`src/design/grate_map.svh`:
```
// Offsets, field positions, reset values and scale for the gyro rate output register set.
// Assumes byte addressing on the serial register port, one byte per access.
`ifndef GRATE_MAP_SVH
`define GRATE_MAP_SVH

`define GRATE_X_LOWER_OFS 7'h04
`define GRATE_X_UPPER_OFS 7'h06
`define GRATE_Y_LOWER_OFS 7'h08
`define GRATE_Y_UPPER_OFS 7'h0a
`define GRATE_Z_LOWER_OFS 7'h0c
`define GRATE_Z_UPPER_OFS 7'h0e
`define GRATE_FIRST_OFS 7'h04
`define GRATE_LAST_OFS 7'h0f

// Field positions inside the combined 32-bit rate
`define GRATE_UPPER_MSB 31
`define GRATE_UPPER_LSB 16
`define GRATE_LOWER_MSB 15
`define GRATE_LOWER_LSB 0

// Zero rate encoding and value shown on unmapped bytes
`define GRATE_WORD_RST 16'h0000
`define GRATE_UNMAPPED_BYTE 8'h00

// Upper-word scale in micro-degrees per second per LSB (0.005 deg/s)
`define GRATE_KG_UDPS 5000

// Cycles from a taken read request to its answer
`define GRATE_READ_LAT 2

`endif

```
`src/design/grate_pkg.sv`:
```
// Types shared by the gyro rate output register set.
// Assumes the constants header is included where offsets are needed.
package grate_pkg;
  typedef logic [31:0] grate_rate_t;
  typedef logic [15:0] grate_word_t;
  typedef logic [2:0] grate_idx_t;
  typedef logic [6:0] grate_addr_t;
endpackage

```
`src/design/grate_bank_if.sv`:
```
// Carrier between the register front end and the word bank.
// Assumes both ends run on clk_sys.
`timescale 1ns/10ps
interface grate_bank_if;
  import grate_pkg::*;
  logic wr_en;
  grate_rate_t [2:0] wr_rate;
  logic rd_en;
  grate_idx_t rd_idx;
  grate_word_t rd_word;
  modport ctrl (output wr_en, output wr_rate, output rd_en, output rd_idx, input rd_word);
  modport bank (input wr_en, input wr_rate, input rd_en, input rd_idx, output rd_word);
endinterface

```
`src/design/grate_out_regs.sv`:
```
// Gyro angular rate output registers: three axes, upper and lower word each, byte reads.
// Assumes the serial front end on clk_sys issues byte reads and the rate path delivers
// calibrated 32-bit samples with a one-cycle valid strobe.
// A read is answered two edges after it is taken; the byte then holds until the next answer.
// The bank is read on the taking edge, so a sample landing on that edge is not seen yet.
// Unmapped bytes read as zero instead of aliasing into the words, at the cost of a compare.
`timescale 1ns/10ps
`include "grate_map.svh"
module grate_out_regs
  import grate_pkg::*;
(
  input wire logic clk_sys, // System clock, 40 MHz
  input wire logic sys_rst, // Synchronous reset, high
  input wire logic smp_valid, // New processed sample, one cycle
  input wire grate_rate_t [2:0] smp_rate, // Combined 32-bit rates, index 0 = x
  input wire logic rd_req, // Byte read request, one cycle
  input wire grate_addr_t rd_addr, // Byte address of the read
  output logic [7:0] rd_data, // Read byte, holds until the next answer
  output logic rd_ack // Read answer, one cycle
);
  grate_bank_if bus ();

  logic rd_hit;
  grate_addr_t rd_rel;
  logic pend_reg;
  logic hit_reg;
  logic sel_hi_reg;
  logic [7:0] rd_data_reg;
  logic rd_ack_reg;

  grate_word_bank u_bank (
    .clk_sys(clk_sys),
    .sys_rst(sys_rst),
    .bus(bus)
  );

  // Samples go straight to the bank; all axes load together
  assign bus.wr_en = smp_valid;
  assign bus.wr_rate = smp_rate;

  // Decode: only the twelve bytes of the six rate words are mapped, none writable
  assign rd_hit = (rd_addr >= `GRATE_FIRST_OFS) && (rd_addr <= `GRATE_LAST_OFS);
  assign rd_rel = rd_addr - `GRATE_FIRST_OFS;
  // Word index: even index lower word, odd index upper word of axis index/2
  assign bus.rd_idx = rd_rel[3:1];
  assign bus.rd_en = rd_req && rd_hit;

  // First stage remembers which byte and whether the access was mapped
  always_ff @(posedge clk_sys) begin
    if (sys_rst) begin
      pend_reg <= 1'b0;
      hit_reg <= 1'b0;
      sel_hi_reg <= 1'b0;
    end else begin
      pend_reg <= rd_req;
      hit_reg <= rd_hit;
      sel_hi_reg <= rd_addr[0];
    end
  end

  // Second stage picks the byte; unmapped bytes read as zero rather than aliasing
  always_ff @(posedge clk_sys) begin
    if (sys_rst) begin
      rd_data_reg <= `GRATE_UNMAPPED_BYTE;
      rd_ack_reg <= 1'b0;
    end else begin
      rd_ack_reg <= pend_reg;
      if (pend_reg) begin
        if (!hit_reg) begin
          rd_data_reg <= `GRATE_UNMAPPED_BYTE;
        end else if (sel_hi_reg) begin
          rd_data_reg <= bus.rd_word[15:8];
        end else begin
          rd_data_reg <= bus.rd_word[7:0];
        end
      end
    end
  end

  assign rd_data = rd_data_reg;
  assign rd_ack = rd_ack_reg;

  // Helper shadow of the last sample, read only by the checks below
  grate_rate_t [2:0] shadow_reg;
  grate_word_t exp_word;
  logic [7:0] exp_byte;
  always_ff @(posedge clk_sys) begin
    if (sys_rst) begin
      shadow_reg <= '0;
    end else if (smp_valid) begin
      shadow_reg <= smp_rate;
    end
  end
  always_comb begin
    exp_word = rd_rel[1] ? shadow_reg[rd_rel[3:2]][31:16] : shadow_reg[rd_rel[3:2]][15:0];
    if (rd_rel[3:2] == 2'h3) begin
      exp_word = 16'h0000;
    end
    exp_byte = rd_addr[0] ? exp_word[15:8] : exp_word[7:0];
  end

  // Per-axis byte checks built from the offset map alone, so a slip in the index
  // decode above cannot hide behind a matching slip in the expected value
  genvar ax;
  generate
    for (ax = 0; ax < 3; ax++) begin : g_axis_chk
      // Word offsets of this axis, picked from the map at elaboration
      localparam grate_addr_t up_ofs = (ax == 0) ? `GRATE_X_UPPER_OFS
        : (ax == 1) ? `GRATE_Y_UPPER_OFS : `GRATE_Z_UPPER_OFS;
      localparam grate_addr_t lo_ofs = (ax == 0) ? `GRATE_X_LOWER_OFS
        : (ax == 1) ? `GRATE_Y_LOWER_OFS : `GRATE_Z_LOWER_OFS;

    end
  endgenerate
endmodule

```
`src/design/grate_word_bank.sv`:
```
// Six-word store of the rate registers with a registered read port.
// Assumes writes carry all three axes at once and reads name a word index 0..5.
`timescale 1ns/10ps
`include "grate_map.svh"
module grate_word_bank
  import grate_pkg::*;
(
  input wire logic clk_sys, // System clock
  input wire logic sys_rst, // Synchronous reset, high
  grate_bank_if.bank bus // Write and read port
);
  grate_word_t words [6];
  grate_word_t rd_word_reg;

  // Both halves of an axis load on the same edge, so a pair never mixes samples
  genvar a;
  generate
    for (a = 0; a < 3; a++) begin : g_axis
      always_ff @(posedge clk_sys) begin
        if (sys_rst) begin
          words[2*a] <= `GRATE_WORD_RST;
          words[2*a+1] <= `GRATE_WORD_RST;
        end else if (bus.wr_en) begin
          words[2*a] <= bus.wr_rate[a][`GRATE_LOWER_MSB:`GRATE_LOWER_LSB];
          words[2*a+1] <= bus.wr_rate[a][`GRATE_UPPER_MSB:`GRATE_UPPER_LSB];
        end
      end

    end
  endgenerate

  // Read before write: a read on the sample edge returns the previous pair
  always_ff @(posedge clk_sys) begin
    if (sys_rst) begin
      rd_word_reg <= `GRATE_WORD_RST;
    end else if (bus.rd_en) begin
      rd_word_reg <= (bus.rd_idx < 3'h6) ? words[bus.rd_idx] : `GRATE_WORD_RST;
    end
  end

  assign bus.rd_word = rd_word_reg;
endmodule

```
`config.mk`:
```
export PLATFORM = sky130hd
export DESIGN_NAME = grate_out_regs
export DESIGN_NICKNAME = d
export VERILOG_FILES = /design/src/design/grate_pkg.sv /design/src/design/grate_bank_if.sv /design/src/design/grate_out_regs.sv /design/src/design/grate_word_bank.sv
export VERILOG_INCLUDE_DIRS = /design/src /design/src/design
export SDC_FILE = /design/constraint.sdc
export NUM_CORES = 1
export LEC_CHECK = 0
export ABC_CLOCK_PERIOD_IN_PS = 2200
export BUFFER_PORTS_ARGS = -buffer_cell sky130_fd_sc_hd__buf_2
export CAP_MARGIN = 25
export CORE_UTILIZATION = 55
export CTS_CLUSTER_DIAMETER = 60
export CTS_CLUSTER_SIZE = 14
export DETAILED_ROUTE_END_ITERATION = 7
export PLACE_DENSITY_LB_ADDON = 0.05
export SETUP_SLACK_MARGIN = 0.5
export SLEW_MARGIN = 10
export SYNTH_ARGS = -nofsm -noshare
export SYNTH_HDL_FRONTEND = slang
export SYNTH_HIERARCHICAL = 1
export SYNTH_SLANG_ARGS = --single-unit
```
`constraint.sdc`:
```
create_clock -name clk_sys -period 2.2 [get_ports clk_sys]
set_clock_uncertainty 0.2 [all_clocks]
set_input_delay 0 -clock clk_sys [delete_from_list [all_inputs] [get_ports clk_sys]]
set_output_delay 0 -clock clk_sys [all_outputs]
set_load 0.01 [all_outputs]
```
# Word-level counts from Yosys, hierarchy flattened
# Memory sizes are Yosys's and may differ from the RTL's. A register that Yosys moved wholly into a read port is not among the register bits.
# Cells that the tools add are included.
# Widths: inputs -> output; s select.
# totals
register_bits	12
mem_bits_rw	96
inputBits	107
word_cells	30
memories	1
# memory_table
name	depth	width	read_ports	rd_clocked_by_memory_dff	wr	line_no	rtl
u_bank.words	6	16	1	1	6	grate_word_bank.sv:12	grate_word_t words [6];
# op_classes
n_addsub	1
n_lt_le_gt_ge	2
n_mux	13
n_bitwise	6
reduce_logical	2
# ops
operator	count
$mux 16	6
$mux 8	2
$ge 7x3->1 const B	1
$le 7x4->1 const B	1
$or 1x1->1	6
$mux 1	5
$sub 4x3->4 const B	1
$logic_and 1x1->1	2

# Logic depth before layout (Yosys ltp)
# Gate-level depths: netlist of the first run.
# logic_depth
depth_word	4
depth_mapped	10

# Hierarchy
# The synthesis of the first run kept the hierarchy.
# by_module_without_submodules
mod	n_inst	cells_each	area_per_inst_um2
grate_word_bank	1	332	4848.4
grate_out_regs	1	63	651.9

# Worst setup path before layout of the first run
# Ideal clock, no wire load.
# synth_timing
path_kind	input to register
startpoint	input port sys_rst
endpoint	memory u_bank/words[0][0] (netlist name) (enable)
arrival_time_ps	1204
slack_ps	382
cell_stages	1
path_buffers	0
cell_sequence	or2_2
# synth_lines
element	line_no	rtl
from (decl)	grate_out_regs.sv:13	input wire logic sys_rst,
to (decl)	grate_word_bank.sv:12	

==> results.sh, run 1 <==
export IMPL_synth_ff_type="edfxtp_1"
export IMPL_dieArea_um2=10400
export IMPL_holdPathEnd="u_bank/bus.rd_word[11]"
export IMPL_root_buffer="clkbuf_8"
export IMPL_p_sw_mw=1.19
export IMPL_status="completed"
export IMPL_dr_pass1_iters=7
export IMPL_drc=0
export IMPL_ff2ff_setup_slack_ns=0.64
export IMPL_start_util=0.565
export IMPL_crit_arrival_ns=1.56
export IMPL_place_area_um2=6220
export IMPL_rsz0062_at_grt="no"
export IMPL_seqPwrFrac=0.463
export IMPL_required_ns=2.14
export IMPL_synthXorXnorAreaFrac=0
export IMPL_synth_enable_flop_cells=96
export IMPL_r2r_cells=3
export IMPL_die_x_um=102
export IMPL_pwr_share_clk=0.442
export IMPL_maxCapViolCount=0
export IMPL_internal_power_mw=4.73
export IMPL_p_comb_frac=0.095
export IMPL_hold_ws_ns=0.0119
export IMPL_synth_compound_area_frac=0.0434
export IMPL_vias=3838
export IMPL_synth_area_leaders="edfxtp_1 (52%), and2_1 (11%), dfxtp_1 (10%)"
export IMPL_finalCritPeriodShare=0.737
export IMPL_synthMuxAreaShare=0.127
export IMPL_grt_max_degree=97
export IMPL_p_leak_nw=3.36
export IMPL_power_mw=5.91
export IMPL_reg2reg_from="sel_hi_reg"
export IMPL_place_hpwl_um=7100
export IMPL_vias_per_cell=5.06
export IMPL_cts_sinks=124
export IMPL_synth_area_leader_cell="edfxtp_1"
export IMPL_period_needed_ns=1.62
export IMPL_syn_nets=504
export IMPL_synth_top_family_by_area="simple AND/OR/NAND/NOR gates"
export IMPL_area_delta_synth_final_pct=41.8
export IMPL_ys_types=30
export IMPL_synth_area_um2=5500
export IMPL_postCtsSetupRepairBufs=0
export IMPL_crit_type="in2reg"
export IMPL_yosysTopAreaCellShare=0.524
export IMPL_die_h_um=102
export IMPL_ys_seq_elements=124
export IMPL_hold_viol_final=0
export IMPL_port_buffers=115
export IMPL_slew_viol_final=0
export IMPL_grt_pass1_vias=4018
export IMPL_design_area_um2=7800
export IMPL_wire_per_inst_um=16.5
export IMPL_slew_headroom=0.521
export IMPL_hp_start="rd_addr[6]"
export IMPL_startpoint_type="input port"
export IMPL_synth_avg_cell_area_um2=13.9
export IMPL_clk_latency_ns=0.51
export IMPL_rows=36
export IMPL_synth_adder_area_share=0.00455
export IMPL_cts_buffers=17
export IMPL_cts_buffer_depth=2
export IMPL_htreeDepth=4
export IMPL_swShare=0.200
export IMPL_drt_initial_drc_count=324
export IMPL_final_antenna_net_count=0
export IMPL_r2r_end="rd_data[1]"
export IMPL_wl_um=12500
export IMPL_setup_viol=0
export IMPL_grt_use_total=0.261
export IMPL_yosysSeqAreaShare=0.626
export IMPL_hold_path_depth=8
export IMPL_largest_reg_flops=96
export IMPL_ys_warn_count=6
export IMPL_final_nets=722
export IMPL_endpoint_kind="flip-flop"
export IMPL_max_freq_ghz=0.617
export IMPL_grt_pass1_wl_um=19500
export IMPL_drive_above_1_share=0.347
export IMPL_crit_fanout=96
export IMPL_antennaDiodeCount=0
export IMPL_tns_ns=0
export IMPL_synth_simple_gate_area_frac=0.170
export IMPL_netlist_instances=395
export IMPL_cts_clk_slew_worst_paths_ns=0.05
export IMPL_coreArea_um2=9730
export IMPL_hold_class="in2reg"
export IMPL_gp_congestion=0.729
export IMPL_grt_ovfl_total=0
export IMPL_worst_slew_pin_slew_ns=0.718
export IMPL_synthArstFlopShare=0
export IMPL_pwr_density_cell_nw_per_um2=758
export IMPL_vdd_drop_max_mv=0.431
export IMPL_antenna_found_initial=0
export IMPL_io_pins=116
export IMPL_cts_tree="done"
==> placed cells by master, fill, tap and decap left out, types with 4 or more instances in the layout <==
cell           synthesis  routed
mux2_4                18      18
a21oi_2                7       7
mux2_2                38      38
buf_4                  0       4
edfxtp_1              96      96
and2b_1                8       8
clkinv_2               0       4
and2_1                97      97
nand2_1               32      32
clkbuf_1               6       4
dfxtp_1               28      28
buf_2                  9     115
nor2b_1                4       4
dlygate4sd3_1          0     102
clkbuf_16              0      16
clkinv_1               0       4
a222oi_1              16      16
nor2_1                 9       8
==> cells by family after synthesis <==
kind of cell / Yosys count
adder cells (fa/ha/maj): 2
AND/OR/NAND/NOR: 160
AO/OA/AOI/OAI: 26
flip-flops: 124
multiplexers: 56
buffers and inverters: 27
==> worst max path at each step <==
stage / from / endpoint / slack (ns) / depth (start not counted)
detailed placement: rd_addr[3] / u_bank/bus.rd_word[5] / -0.18 / 9
global route: sys_rst / u_bank/words[3][14] / 0.50 / 4
global placement: rd_addr[2] / u_bank/bus.rd_word[9] / 0.01 / 8
CTS: rd_addr[3] / hit_reg / 0.52 / 8
finish: sys_rst / u_bank/words[0][4] / 0.58 / 4
floorplan: rd_addr[3] / u_bank/bus.rd_word[10] / 0.52 / 10
==> power groups by stage <==
stage	logic, mW	clock network (mW)	registers [mW]
finish	0.562	2.61	2.74
global route	0.607	2.77	2.75
CTS	0.559	2.65	2.74
detailed placement	0.419	0	2.78
global placement	0.413	0	2.77
floorplan	0.253	0	2.76
==> per-layer routing <==
metal  share of wire  routed length (um)  GRT usage
met5               0                   0          0
met4           0.016                 201     0.0956
met3           0.045                 562     0.0807
met2            0.55                6910      0.470
met1            0.39                4860      0.289
==> cell usage after synthesis (5+ instances only) <==
library cell	count
and2_1	97
edfxtp_1	96
mux2_2	38
nand2_1	32
dfxtp_1	28
mux2_4	18
a222oi_1	16
buf_2	9
nor2_1	9
and2b_1	8
a21oi_2	7
clkbuf_1	6
clkbuf_2	5
==> worst max-delay path, stage by stage <==
cell           delay [ns]
dlygate4sd3_1        0.52
buf_2                0.37
or2_4                0.21
buf_12               0.37
==> metrics by stage <==
stage | std cells | setup WS [ns] | util
floorplan | 395 | 0.515 | -
global placement | 625 | 0.0136 | 0.639
detailed placement | 625 | -0.183 | 0.639
CTS | 759 | 0.516 | 0.801
global route | 759 | 0.503 | 0.801
finish | 759 | 0.579 | 0.801
==> repair_timing <==
action	CTS	global route
hold buffers	102	0
gates resized for setup	1	2
endpoints found under the hold margin	108	0
setup endpoints to repair	16	1
==> final cells by class <==
cell class	instances	area, um^2
tap	133	166
multi-input combinational	244	1940
clock inverter	11	125
fill	572	1930
timing repair buffer	224	1690
sequential	124	3440
clock buffer	21	429
inverter	2	7.51
No activity file was read; power rests on OpenSTA's default activity.
==> inputs of run 2 (changes only) <==
--- a/config.mk
+++ b/config.mk
@@ -6,7 +6,7 @@
 export SDC_FILE = /design/constraint.sdc
 export NUM_CORES = 1
 export LEC_CHECK = 0
-export ABC_CLOCK_PERIOD_IN_PS = 2200
+export ABC_CLOCK_PERIOD_IN_PS = 1600
 export BUFFER_PORTS_ARGS = -buffer_cell sky130_fd_sc_hd__buf_2
 export CAP_MARGIN = 25
 export CORE_UTILIZATION = 55
==> constraint.sdc (replaced) <==
create_clock -name clk_sys -period 1.6 [get_ports clk_sys]
set_clock_uncertainty 0.2 [all_clocks]
set_input_delay 0 -clock clk_sys [delete_from_list [all_inputs] [get_ports clk_sys]]
set_output_delay 0 -clock clk_sys [all_outputs]
set_load 0.01 [all_outputs]
==> results.sh, run 2 (synthesized netlist as in run 1, its figures left out) <==
export IMPL_port_buffers=115
export IMPL_dr_pass1_iters=5
export IMPL_hold_ws_ns=-0.174
export IMPL_crit_arrival_ns=1.61
export IMPL_coreArea_um2=9730
export IMPL_crit_type="in2reg"
export IMPL_rows=36
export IMPL_wl_um=13000
export IMPL_area_delta_synth_final_pct=46.9
export IMPL_start_util=0.565
export IMPL_final_nets=731
export IMPL_die_x_um=102
export IMPL_grt_pass1_vias=3905
export IMPL_required_ns=1.78
export IMPL_grt_ovfl_total=0
export IMPL_hp_start="sys_rst"
export IMPL_crit_fanout=8
export IMPL_pwr_density_cell_nw_per_um2=1020
export IMPL_multi_input_area_um2=2000
export IMPL_grt_pass1_wl_um=19100
export IMPL_cts_buffer_depth=2
export IMPL_period_needed_ns=1.43
export IMPL_design_area_um2=8080
export IMPL_drive_above_1_share=0.386
export IMPL_htreeDepth=4
export IMPL_r2r_cells=3
export IMPL_rsz0062_at_grt="yes"
export IMPL_largest_reg_flops=96
export IMPL_setup_viol=0
export IMPL_swShare=0.204
export IMPL_place_area_um2=6350
export IMPL_drc=0
export IMPL_cts_tree="done"
export IMPL_utilization=0.830
export IMPL_root_buffer="clkbuf_8"
export IMPL_cts_clk_slew_worst_paths_ns=0.05
export IMPL_dieArea_um2=10400
export IMPL_seqPwrFrac=0.459
export IMPL_startpoint_type="input port"
export IMPL_io_pins=116
export IMPL_hold_path_depth=3
export IMPL_p_comb_frac=0.100
export IMPL_clk_latency_ns=0.52
export IMPL_hold_class="in2reg"
export IMPL_finalCritPeriodShare=0.892
export IMPL_p_sw_mw=1.67
export IMPL_max_freq_ghz=0.701
export IMPL_n_fill_cell=525
export IMPL_cts_hold_buffers=100
export IMPL_p_leak_nw=3.45
export IMPL_grt_max_degree=57
export IMPL_pwr_share_clk=0.442
export IMPL_vias_per_cell=5.10
export IMPL_final_common_cell="buf_2"
export IMPL_internal_power_mw=6.53
export IMPL_place_hpwl_um=7330
export IMPL_drt_initial_drc_count=242
export IMPL_gp_congestion=0.746
export IMPL_status="finished with violations"
export IMPL_r2r_end="u_bank/bus.rd_word[14]"
export IMPL_seq_area_um2=3460
export IMPL_reg2reg_from="u_bank/words[4][14]"
export IMPL_final_cell_mix="buf_2 (104), dlygate4sd3_1 (100), and2_1 (96), edfxtp_1 (96), mux2_2 (37)"
export IMPL_die_h_um=102
export IMPL_hold_viol_final=72
export IMPL_grt_use_total=0.258
export IMPL_final_antenna_net_count=0
export IMPL_wire_per_inst_um=17.0
export IMPL_antenna_found_initial=1
export IMPL_worst_slew_pin_slew_ns=0.470
export IMPL_ff2ff_setup_slack_ns=0.19
export IMPL_endpoint_kind="flip-flop"
export IMPL_violations="hold timing"
export IMPL_cts_buffers=17
export IMPL_cts_sinks=124
export IMPL_slew_headroom=0.686
export IMPL_vias=3913
export IMPL_maxCapViolCount=0
export IMPL_holdPathEnd="rd_data[5]"
export IMPL_vdd_drop_max_mv=0.975
export IMPL_slew_viol_final=0
[run 2: cell type report]
| type | instances | area share |
|---|---|---|
| clock inverters | 10 | 0.0153 |
| clock buffers | 21 | 0.0531 |
| well taps | 133 | 0.0206 |
| multi-input cells | 244 | 0.247 |
| repair buffers | 233 | 0.234 |
| flip-flops and latches | 124 | 0.428 |
| diodes | 1 | 0.000310 |
| inverters | 2 | 0.000929 |
[run 2: worst max-delay path, stage by stage]
cell and delay, ns:
buf_8 0.11, ha_4 0.14, nand4b_1 0.17, a21boi_2 0.19
nor3b_2 0.06, buf_4 0.14, nor4bb_4 0.18, buf_12 0.16
a222oi_1 0.36, nand2_1 0.10
[run 2: through the flow]
step           hold WS (ns)  TNS (ns)  power (mW)  worst slack (ns)  std cells
5_1_grt              -0.163         0        8.45             0.133        768
3_5_place_dp         0.0550    -10.42        4.42            -0.672        632
3_3_place_gp         0.0290     -8.63        4.40            -0.542        632
6_report             -0.174         0        8.20             0.173        768
4_1_cts              -0.189         0        8.21             0.210        764
2_1_floorplan        -0.136  -0.00989        4.15          -0.00989        395
[run 2: power by group through the flow]
stage,clock [mW],sequential [mW],combinational [mW]
after global routing,3.80,3.78,0.876
after floorplan,0,3.80,0.349
after global placement,0,3.81,0.593
final,3.62,3.76,0.818
after CTS,3.66,3.76,0.794
after detailed placement,0,3.82,0.601
[run 2: metal layers]
layer / vias up / part of all wire / GRT usage
met4: 0 / 0.019 / 0.142
met1: 1889 / 0.39 / 0.280
met2: 132 / 0.55 / 0.466
met3: 20 / 0.044 / 0.0581
li1: 1872 / - / -
met5: - / 0 / 0
[run 2: worst max-delay path by stage]
stage / slack, ns / to / start
finish: 0.17 / u_bank/bus.rd_word[14] / rd_addr[2]
global route: 0.13 / u_bank/bus.rd_word[11] / rd_addr[2]
CTS: 0.21 / u_bank/bus.rd_word[3] / u_bank/words[5][3]
detailed placement: -0.67 / u_bank/bus.rd_word[1] / rd_addr[2]
global placement: -0.54 / u_bank/bus.rd_word[9] / rd_addr[3]
floorplan: -0.01 / u_bank/bus.rd_word[10] / rd_addr[2]
[run 2: repair_timing]
action | in CTS | in global routing
gates resized for setup | 19 | 17
buffers inserted | 1 | 2
gates cloned | 0 | 1
hold endpoints to repair | 205 | 15
setup endpoints to repair | 33 | 33
pin swaps | 2 | 25
==> inputs of run 3 (changes only) <==
--- a/config.mk
+++ b/config.mk
@@ -14,9 +14,9 @@
 export CTS_CLUSTER_SIZE = 14
 export DETAILED_ROUTE_END_ITERATION = 7
 export PLACE_DENSITY_LB_ADDON = 0.05
+export RECOVER_POWER = 100
 export SETUP_SLACK_MARGIN = 0.5
 export SLEW_MARGIN = 10
 export SYNTH_ARGS = -nofsm -noshare
 export SYNTH_HDL_FRONTEND = slang
-export SYNTH_HIERARCHICAL = 1
 export SYNTH_SLANG_ARGS = --single-unit
==> results.sh, run 3 <==
export IMPL_slew_headroom=0.240
export IMPL_synth_area_um2=5590
export IMPL_hold_class="in2reg"
export IMPL_hold_path_depth=4
export IMPL_place_hpwl_um=8110
export IMPL_final_cell_mix="buf_2 (104), dlygate4sd3_1 (98), edfxtp_1 (96), and2_0 (54), and2_1 (43)"
export IMPL_power_mw=8.18
export IMPL_root_buffer="clkbuf_8"
export IMPL_r2r_cells=4
export IMPL_area_delta_synth_final_pct=45.3
export IMPL_dr_pass1_iters=5
export IMPL_grt_pass1_vias=4283
export IMPL_place_inst=669
export IMPL_reg2reg_from="sel_hi_reg"
export IMPL_wire_per_inst_um=17.8
export IMPL_drc=0
export IMPL_synth_avg_cell_area_um2=12.9
export IMPL_synth_most_common_cell="and2_1"
export IMPL_seq_area_um2=3440
export IMPL_startpoint_type="flip-flop"
export IMPL_final_common_cell="buf_2"
export IMPL_ff2ff_setup_slack_ns=0.21
export IMPL_r2r_end="rd_data[0]"
export IMPL_endpoint_kind="flip-flop"
export IMPL_synth_area_leaders="edfxtp_1 (52%), and2_1 (11%), dfxtp_1 (10%)"
export IMPL_hold_viol_final=27
export IMPL_multi_input_area_um2=2180
export IMPL_crit_type="reg2reg"
export IMPL_cts_tree="done"
export IMPL_maxCapViolCount=0
export IMPL_cts_clk_slew_worst_paths_ns=0.06
export IMPL_grt_use_total=0.281
export IMPL_vias=4178
export IMPL_status="finished with violations"
export IMPL_synth_enable_flop_cells=96
export IMPL_slew_viol_final=0
export IMPL_rsz0062_at_grt="yes"
export IMPL_drt_initial_drc_count=212
export IMPL_hold_ws_ns=-0.402
export IMPL_cts_hold_buffers=98
export IMPL_synthArstFlopShare=0
export IMPL_period_needed_ns=1.39
export IMPL_die_x_um=103
export IMPL_ys_seq_elements=124
export IMPL_io_pins=116
export IMPL_design_area_um2=8120
export IMPL_antenna_found_initial=0
export IMPL_final_antenna_net_count=0
export IMPL_netlist_instances=432
export IMPL_postCtsSetupRepairBufs=0
export IMPL_rows=36
export IMPL_syn_nets=541
export IMPL_final_nets=762
export IMPL_n_fill_cell=583
export IMPL_yosysTopAreaCellShare=0.516
export IMPL_vdd_drop_max_mv=0.772
export IMPL_hp_start="rd_addr[6]"
export IMPL_synth_ff_type="edfxtp_1"
export IMPL_crit_arrival_ns=1.60
export IMPL_cts_buffers=17
export IMPL_p_leak_nw=3.24
export IMPL_pwr_density_cell_nw_per_um2=1010
export IMPL_grt_ovfl_total=0
export IMPL_cts_buffer_depth=2
export IMPL_finalCritPeriodShare=0.868
export IMPL_htreeDepth=4
export IMPL_required_ns=1.81
export IMPL_antennaDiodeCount=0
export IMPL_start_util=0.569
export IMPL_tns_ns=0
export IMPL_clk_latency_ns=0.51
export IMPL_synth_area_leader_cell="edfxtp_1"
export IMPL_violations="hold timing"
export IMPL_crit_fanout=8
export IMPL_max_freq_ghz=0.720
export IMPL_die_h_um=103
export IMPL_grt_max_degree=53
export IMPL_coreArea_um2=9820
export IMPL_worst_slew_pin_slew_ns=1.14
export IMPL_dieArea_um2=10600
export IMPL_place_area_um2=6490
export IMPL_port_buffers=115
export IMPL_ys_types=31
export IMPL_ys_warn_count=0
export IMPL_cts_sinks=124
export IMPL_vias_per_cell=5.23
export IMPL_fin_cells=799
export IMPL_setup_viol=0
export IMPL_wl_um=14300
export IMPL_largest_reg_flops=96
export IMPL_drive_above_1_share=0.341
export IMPL_grt_pass1_wl_um=21400
export IMPL_yosysSeqAreaShare=0.616
export IMPL_holdPathEnd="hit_reg"
export IMPL_gp_congestion=0.846
export IMPL_synthTopCellsByCount="and2_1 (97), edfxtp_1 (96), mux2i_1 (48), dfxtp_1 (28), a21oi_1 (17)"
## run 3: metal layers
layer,up-vias,global-route usage,part of all wire
met5,-,0,0
met4,0,0.115,0.020
met3,24,0.0617,0.044
met2,156,0.502,0.53
met1,1999,0.328,0.40
li1,1999,-,-
## run 3: critical path, cell delays in order, from the launching register on
cell and delay, ns:
dfxtp_2 0.31, clkbuf_2 0.28, mux2_4 0.34, a21oi_2 0.12, nor2_1 0.04
## run 3: stage by stage
step / worst slack, ns / util
finish: 0.211 / 0.827
global route: 0.159 / 0.827
CTS: 0.344 / 0.830
detailed placement: -0.290 / 0.661
global placement: -0.197 / 0.661
floorplan: 0.132 / -
## run 3: report_power, final
group	switching, mW	leakage [nW]	internal (mW)	total [mW]
logic	0.464	1.72	0.511	0.976
clock network	1.36	0.261	2.05	3.41
registers	0.0858	1.26	3.71	3.79
## run 3: area by class of cell
cell class	instances	share of cell area
clock buffer	21	0.0578
clock inverter	11	0.00848
inverter	1	0.00200
multi-input combinational	277	0.268
sequential	124	0.424
tap	133	0.0205
timing repair buffer	232	0.219
## run 3: worst max path at each step
stage | startpoint | endpoint | slack, ns | depth (start not counted)
floorplan | sys_rst | u_bank.words[0][0] | 0.13 | 2
global placement | rd_addr[3] | u_bank.bus.rd_word[10] | -0.20 | 8
detailed placement | rd_addr[3] | u_bank.bus.rd_word[10] | -0.29 | 8
CTS | sel_hi_reg | rd_data[0] | 0.34 | 4
global route | sel_hi_reg | rd_data[0] | 0.16 | 4
finish | sel_hi_reg | rd_data[0] | 0.21 | 4
## run 3: logic make-up (layout without fill, tap and decap cells)
group           count (synthesis)  in the layout  synth area share
mux                            56             56             0.102
buf+inv                        31            265            0.0340
compound gates                 61             61            0.0750
fa+ha+maj                       2              2           0.00448
flops                         124            124             0.616
simple gates                  158            158             0.168
## run 3: timing repair
action / 4_1_cts / 5_1_grt
resized for setup: 38 / 6
endpoints found under the hold margin: 124 / 27
setup endpoints to repair: 33 / 33
pin swaps: 13 / 8
